## config.mk

```make
export PLATFORM = sky130hd
export DESIGN_NAME = ufl_reader
export DESIGN_NICKNAME = d
export VERILOG_FILES = /design/src/common/ufl_pkg.sv /design/src/logic/ufl_led_stepper.sv /design/src/logic/ufl_reader.sv
export VERILOG_INCLUDE_DIRS = /design/src /design/src/common
export SDC_FILE = /design/constraint.sdc
export NUM_CORES = 1
export LEC_CHECK = 0
export BUFFER_PORTS_ARGS = -buffer_cell sky130_fd_sc_hd__buf_2
export CORE_MARGIN = 2
export CORE_UTILIZATION = 50
export DETAILED_ROUTE_END_ITERATION = 6
export PLACE_DENSITY = 0.65
export SLEW_MARGIN = 30
export SYNTH_ARGS = -nofsm -noshare
export SYNTH_HDL_FRONTEND = slang
export SYNTH_SLANG_ARGS = --single-unit
```

## constraint.sdc

```tcl
create_clock -name clock -period 2.3 [get_ports clock]
set_clock_uncertainty 0.15 [all_clocks]
set_input_delay 0.23 -clock clock [delete_from_list [all_inputs] [get_ports clock]]
set_output_delay 0.23 -clock clock [all_outputs]
set_load 0.01 [all_outputs]
```

## src/common/ufl_params.svh

```systemverilog
// timing counts and field constants for the usb fifo byte to led reader
`ifndef UFL_PARAMS_SVH
`define UFL_PARAMS_SVH
`define UFL_FIFO_SEL_EP0 2'h0
`define UFL_SEQ_BYTE 8'h05
`define UFL_LED_RESET 4'h0
`define UFL_STEP_TIME_MS 250
`define UFL_CLK_MHZ 100
`define UFL_STEP_CYCLES (`UFL_STEP_TIME_MS * 1000 * `UFL_CLK_MHZ)
`endif

```

## src/common/ufl_pkg.sv

```systemverilog
// types for the usb fifo byte to led reader
package ufl_pkg;
    typedef enum logic [1:0] {
        UFL_IDLE = 2'b00,
        UFL_READ = 2'b01,
        UFL_RELEASE = 2'b10
    } ufl_state_t;

    typedef struct packed {
        logic [1:0] fifo_select;
        logic slave_output_enable_n;
        logic slave_read_strobe_n;
    } ufl_ctl_t;
endpackage

```

## src/logic/ufl_led_stepper.sv

```systemverilog
// walking led pattern for the sequence byte
`timescale 1ns/1ps
`include "ufl_params.svh"
module ufl_led_stepper
    import ufl_pkg::*;
#(
    parameter int STEP_CYCLES = `UFL_STEP_CYCLES
) (
    input wire logic clock,
    input wire logic reset_n,
    input wire logic clock_enable,
    input wire logic run,
    output logic [3:0] pattern
);
    logic [31:0] count_r;
    logic [31:0] count_nxt;
    logic [3:0] pattern_r;
    logic [3:0] pattern_nxt;

    always_comb begin
        count_nxt = count_r;
        pattern_nxt = pattern_r;
        if (!run) begin
            count_nxt = 32'h0;
            pattern_nxt = 4'h1;
        end else if (count_r >= 32'(STEP_CYCLES - 1)) begin
            count_nxt = 32'h0;
            pattern_nxt = {pattern_r[2:0], pattern_r[3]};
        end else begin
            count_nxt = count_r + 32'h1;
        end
    end

    always_ff @(posedge clock) begin
        if (!reset_n) begin
            count_r <= 32'h0;
            pattern_r <= 4'h1;
        end else if (clock_enable) begin
            count_r <= count_nxt;
            pattern_r <= pattern_nxt;
        end
    end

    assign pattern = pattern_r;
endmodule // ufl_led_stepper

```

## src/logic/ufl_reader.sv

```systemverilog
// reads single bytes from the usb controller fifo and shows them on leds
`timescale 1ns/1ps
`include "ufl_params.svh"
module ufl_reader
    import ufl_pkg::*;
#(
    parameter int STEP_CYCLES = `UFL_STEP_CYCLES
) (
    input wire logic clock,
    input wire logic reset_n,
    input wire logic clock_enable,
    input wire logic fifo_empty_flag_n,
    input wire logic [7:0] fifo_byte_bus,
    output logic [1:0] fifo_select,
    output logic slave_output_enable_n,
    output logic slave_read_strobe_n,
    output logic [3:0] led
);
    ////////////////////////////////////////////////////////////////////////
    // state and next values
    ufl_state_t state_r;
    ufl_state_t state_nxt;
    ufl_ctl_t ctl_r;
    ufl_ctl_t ctl_nxt;
    logic [7:0] byte_r;
    logic [7:0] byte_nxt;
    logic load_led_r;
    logic load_led_nxt;
    logic [3:0] led_r;
    logic [3:0] led_nxt;
    logic [3:0] step_pattern;
    logic seq_mode;
    logic byte_waiting;
    logic start_read;
    logic in_read;

    ////////////////////////////////////////////////////////////////////////
    // read decode
    // flag high means a byte waits in the fifo
    assign byte_waiting = fifo_empty_flag_n;
    // flag only counts while idle; read and release ignore it
    assign start_read = (state_r == UFL_IDLE) && byte_waiting;
    assign in_read = (state_r == UFL_READ);

    ////////////////////////////////////////////////////////////////////////
    // read sequencer
    always_comb begin
        state_nxt = state_r;
        case (state_r)
            UFL_IDLE: begin
                if (start_read) begin
                    state_nxt = UFL_READ;
                end
            end
            UFL_READ: begin
                state_nxt = UFL_RELEASE;
            end
            UFL_RELEASE: begin
                // one cycle for the flag to settle after the strobe
                state_nxt = UFL_IDLE;
            end
            default: begin
                state_nxt = UFL_IDLE;
            end
        endcase
    end

    always_ff @(posedge clock) begin
        if (!reset_n) begin
            state_r <= UFL_IDLE;
        end else if (clock_enable) begin
            state_r <= state_nxt;
        end
    end

    ////////////////////////////////////////////////////////////////////////
    // fifo controls
    always_comb begin
        ctl_nxt = ctl_r;
        ctl_nxt.fifo_select = `UFL_FIFO_SEL_EP0;
        if (start_read) begin
            ctl_nxt.slave_output_enable_n = 1'b0;
            ctl_nxt.slave_read_strobe_n = 1'b0;
        end else begin
            // strobe and enable low for one cycle only
            ctl_nxt.slave_output_enable_n = 1'b1;
            ctl_nxt.slave_read_strobe_n = 1'b1;
        end
    end

    always_ff @(posedge clock) begin
        if (!reset_n) begin
            ctl_r.fifo_select <= `UFL_FIFO_SEL_EP0;
            ctl_r.slave_output_enable_n <= 1'b1;
            ctl_r.slave_read_strobe_n <= 1'b1;
        end else if (clock_enable) begin
            ctl_r <= ctl_nxt;
        end
    end

    ////////////////////////////////////////////////////////////////////////
    // byte capture
    always_comb begin
        byte_nxt = byte_r;
        load_led_nxt = in_read;
        if (in_read) begin
            // bus is driven while the enable is low
            byte_nxt = fifo_byte_bus;
        end
    end

    always_ff @(posedge clock) begin
        if (!reset_n) begin
            byte_r <= 8'h00;
            load_led_r <= 1'b0;
        end else if (clock_enable) begin
            byte_r <= byte_nxt;
            load_led_r <= load_led_nxt;
        end
    end

    ////////////////////////////////////////////////////////////////////////
    // led drive
    assign seq_mode = (byte_r == `UFL_SEQ_BYTE);

    ufl_led_stepper #(
        .STEP_CYCLES(STEP_CYCLES)
    ) u_stepper (
        .clock(clock),
        .reset_n(reset_n),
        .clock_enable(clock_enable),
        .run(seq_mode),
        .pattern(step_pattern)
    );

    always_comb begin
        led_nxt = led_r;
        if (seq_mode) begin
            led_nxt = step_pattern;
        end else if (load_led_r) begin
            // new nibble shows one cycle after capture
            led_nxt = byte_r[3:0];
        end
    end

    always_ff @(posedge clock) begin
        if (!reset_n) begin
            led_r <= `UFL_LED_RESET;
        end else if (clock_enable) begin
            led_r <= led_nxt;
        end
    end

    assign fifo_select = ctl_r.fifo_select;
    assign slave_output_enable_n = ctl_r.slave_output_enable_n;
    assign slave_read_strobe_n = ctl_r.slave_read_strobe_n;
    assign led = led_r;
endmodule // ufl_reader

```

# After elaboration in Yosys (flattened, before gate mapping)
# Index checks and enable logic that the tools add are counted.
# W data, S select, Z words.
# word_totals
out_inout_bits	8
n_memories	0
regBits	53
mem_bits_ro	0
ram_bits	0
inputBits	12
latch_bits	0
# classes
n_mul	0
reduce_logical	7
n_addsub	1
eq_ne	4
shifts	0
div	0
bitwise_logic	0
mux	9
order_cmp	1
# op_table
cell	count
$mux W32	2
$add A32 B1 Y32 const B	1
$ge A32 B25 Y1 const B	1
$mux W4	4
$eq A8 B3 Y1 const B	1
$reduce_and A2 Y1	4
$mux W2	2
$ne A2 B2 Y1 const B	2
$pmux W2 S2	1
$eq A2 B1 Y1 const B	1
$logic_not A2 Y1	1
$reduce_bool A2 Y1	1
$logic_and A1 B1 Y1	1

# Logic depth before layout (Yosys ltp)
# logic_depth
depth_word	4
ltp_mapped	7
mapped_depth_nobuf	6

# Cells and area by module
# From an unflattened synthesis, not the netlist that was laid out.
# hier_totals
hier_cells	266
area_unflattened_um2	2533.7
# by_module_without_submodules
module	cells_per_inst	seq_area_each_um2	instances	area_each_um2
ufl_led_stepper	189	720.7	1	1771.7
ufl_reader	77	320.3	1	762.0

# Least setup slack after synthesis
# No wires, ideal clock.
# synth_path
kind	reg-to-reg
start	register u_stepper.count_r[7]
end	register u_stepper.count_r[29]
path_slack_ns	0.298
path_stages_with_launch	7
path_buffers	1
synth_period_minus_slack_ns	2.002
arrival_time_ns	1.787
cell_sequence	dfxtp_1 or4_1 a2111oi_2 o2111a_2 o31ai_2 buf_6 nor2_1
# synth_via
elab_chain_len	3
# synth_rtl
item	line	text
start: declaration	ufl_led_stepper.sv:15	logic [31:0] count_r;
start signal: assignment	ufl_led_stepper.sv:39	count_r <= count_nxt;
$add A32 B1 Y32 / $ge A32 B25 Y1 (equally long branches)	ufl_led_stepper.sv:30, ufl_led_stepper.sv:26	
$mux W32 *	ufl_led_stepper.sv:26	end else if (count_r >= 32'(STEP_CYCLES - 1)) begin
$mux W32 *	ufl_led_stepper.sv:23	if (!run) begin
# Mark *: on every way between the ends. The rest lies on a longest branch, timed or not.
# A chain may end at the register's enable or synchronous reset.

# Worst setup path in the final report
# layout_path
start	register u_stepper.count_r[7]
end	register u_stepper.count_r[5]
# layout_via
elab_chain_len	3
# layout_rtl
item	line
$ge A32 B25 Y1	ufl_led_stepper.sv:26
$mux W32	ufl_led_stepper.sv:26
$mux W32	ufl_led_stepper.sv:23
# No other way between the ends.

==> results.toml <==
[outcome]
outcome = "finished, final reports clean"

[yosys]
synth.avg_cell_area_um2 = 9.08
synth_seq_cells = 52
synth_top_area_frac = 0.439
async_flop_share = 0
synth_edf_count = 0
synth_area_mm2 = 0.00237
synth_top_area_cell = "dfxtp_1"
synth.area.top_cells = "dfxtp_1 (44%), mux2i_1 (5.9%), nor2_1 (5.9%)"
postSynthCellCount = 261
synth-seq-area-share = 0.439
yosysWarnings = 0
post_synth_num_cell_types = 44
ys.flop_type = "dfxtp_1"

[die]
die_area_mm2 = 0.00531
start_util = 0.509
die_h_um = 72.9
ios = 20
num_rows = 25
die_w_um = 72.9
core_mm2 = 0.00466

[grt]
gr-total-overflow = 0
grt_pass1_wl_um = 7800
grt_usage = 0.187
grt_max_degree = 20
grt_pass1_vias = 1754
antenna_found_initial = 0

[min_path]
hold_start = "fifo_byte_bus[0]"
min_path_type = "primary input to register"
min_path_cells = 3

[worst_setup_path]
crit_path_start = "u_stepper.count_r[7]"
crit_fanout = 19
cp_cell_sequence = "or4_1 -> a2111oi_2 -> o2111a_2 -> o31ai_4 -> buf_4 -> nor2_1"
r2r_slack_ps = 130
critPathMaxStageDelay_ps = 570
critical_path_required_ps = 2390
crit_path_start_kind = "register"
arrival_ps = 2260
worstSetupPathType = "register to register"
worstRegToRegCells = 6
worstSetupEndpointType = "register"
reg2reg_to = "u_stepper.count_r[5]"
worstSetupEndpoint = "u_stepper.count_r[5]"
worst_path_max_delay_cell = "or4_1"
r2r_start = "u_stepper.count_r[7]"

[route]
via_count = 1872
vias_per_cell = 5.46
drc = 0
drt-wirelength-per-cell_um = 13.2
wl_um = 4510
ant_nets = 0
dr.pass1.iters = 4
drt_iter0_markers = 113

[power_and_ir_drop]
p_seq_frac = 0.539
pwr-share-comb = 0.041
p_sw_frac = 0.194
total_leakage_power_nw = 1.08
intPower_mw = 1.37
clockPowerShare = 0.419
p_per_area_mw_per_mm2 = 625
vdd_drop_max_v = 0.000305
switching_power_uw = 329

[cells_and_area]
syn2layout_area_growth_pct = 14.5
fin_cells = 343
fin_nets = 302
final_layout_size_suffix_gt1_frac = 0.166
n_antenna_cell = 0

[clocking]
root_buffer = "clkbuf_8"
post_cts_buffers = 0
clkLatencyLatePin_ps = 300
path_clk_slew_ps = 90
numCtsBuffers = 5
cts_sinks = 52
cts_max_level = 2
clk_path_buf_depth = 2
cts_tree = "done"

[sta]
maxSlewViolCount = 0
hold_violations = 0
post-route-worst-setup-slack_ps = 130
worst_pin_slew_ps = 567
fin_crit_sh = 0.944
tns_ps = 0
fmax_mhz = 461
fin_crit_ps = 2170
relSlewSlack = 0.621
finalSetupViolations = 0
rsz0062_at_grt = "no"
whs_ps = 27.1

[place]
pre_cts_ws_ps = 159
gp_congestion = 0.842
dp.cells = 336
hpwl_um = 3230
port_buffers = 17

[flow_run]
max_cap_violations = 0
==> metrics by stage <==
stage / area, um2 / power [mW] / util
final: 2720 / 1.70 / 0.583
after global placement: 2580 / 1.01 / 0.554
after detailed placement: 2580 / 1.01 / 0.554
after global routing: 2720 / 1.76 / 0.583
after CTS: 2710 / 1.72 / 0.581
after floorplan: 2370 / 0.990 / -
==> critical path, delay by kind of cell, from the launching register on <==
kind / cells / cell delay [ps]
flops: 1 / 320
compound gates: 3 / 740
simple gates: 2 / 690
buf+inv: 1 / 220
==> cells by family (layout without fill, tap and decap cells) <==
group | Yosys count | after routing | share of synthesized area
and+or+nand+nor | 127 | 127 | 0.280
DFF | 52 | 52 | 0.439
xor gates and xnor gates | 25 | 25 | 0.0923
AOI/OAI and AO/OA | 24 | 24 | 0.0807
buffers and inverters | 17 | 44 | 0.0417
muxes | 14 | 14 | 0.0591
adders and majority gates | 1 | 1 | 0.00528
other | 1 | 2 | 0.00158
==> worst min path at each step <==
stage                                       to  slack, ps
after floorplan                      byte_r[0]        250
after global placement    u_stepper.pattern[3]        310
after detailed placement            load_led_r        320
after CTS                            byte_r[0]         20
after global routing                 byte_r[1]         30
final                                byte_r[0]         30
==> cells in the mapped netlist (2+ instances only) <==
| master | number |
|---|---|
| a21oi_1 | 5 |
| mux2i_1 | 14 |
| and4_1 | 5 |
| nor4_1 | 7 |
| nand3_1 | 14 |
| nor2_1 | 37 |
| nor3_1 | 6 |
| dfxtp_1 | 52 |
| a31oi_1 | 3 |
| buf_4 | 3 |
| o211a_1 | 4 |
| or4_1 | 4 |
| nand2_1 | 21 |
| buf_6 | 3 |
| xnor2_1 | 15 |
| and3b_1 | 2 |
| a21boi_0 | 2 |
| and3_1 | 3 |
| clkbuf_1 | 8 |
| nor2b_1 | 10 |
| xor2_1 | 10 |
| nand4_1 | 11 |
==> power by group through the flow <==
stage	registers, mW	logic (mW)	clock network (mW)
6_report	0.915	0.0702	0.711
5_1_grt	0.917	0.0786	0.766
4_1_cts	0.915	0.0713	0.732
3_5_place_dp	0.936	0.0712	0
3_3_place_gp	0.936	0.0707	0
2_1_floorplan	0.936	0.0536	0
==> layout by cell type, fill, tap and decap left out, types with 5 or more instances in the layout <==
cell / instances
buf_4: 18
and4_1: 5
dfxtp_1: 52
nor3_1: 6
xor2_1: 10
nor2_1: 37
nor2b_1: 10
clkbuf_8: 5
mux2i_1: 14
nor4_1: 6
nand2_1: 21
nand3_1: 14
nand4_1: 11
xnor2_1: 15
a21oi_1: 5
buf_2: 17
==> sequential cells by signal, indices dropped and copies added (netlist names) <==
name                   flops
slave_output_enable_n      1
byte_r                     8
state_r                    2
led                        4
u_stepper.pattern          4
load_led_r                 1
u_stepper.count_r         32
==> area by class of cell <==
class | instances | area (um2)
flip-flops and latches | 52 | 1040
inverters | 2 | 7.51
multi-input cells | 193 | 1250
well taps | 54 | 67.6
clock buffers | 5 | 68.8
clock inverters | 2 | 60.1
fillers | 437 | 1950
repair buffers | 35 | 220
==> repair_timing <==
| item | 4_1_cts | 5_1_grt |
|---|---|---|
| hold buffers | 0 | 0 |
| gates resized for setup | 0 | 1 |
| setup endpoints to repair | 0 | 1 |
==> routing by layer <==
metal	vias to the layer above	track usage	part of all wire
met5	-	0	0
met4	0	0.0782	0.018
met3	9	0.0442	0.035
met2	35	0.309	0.46
met1	851	0.233	0.49
li1	977	-	-
Power figures use the tool's default switching activity.
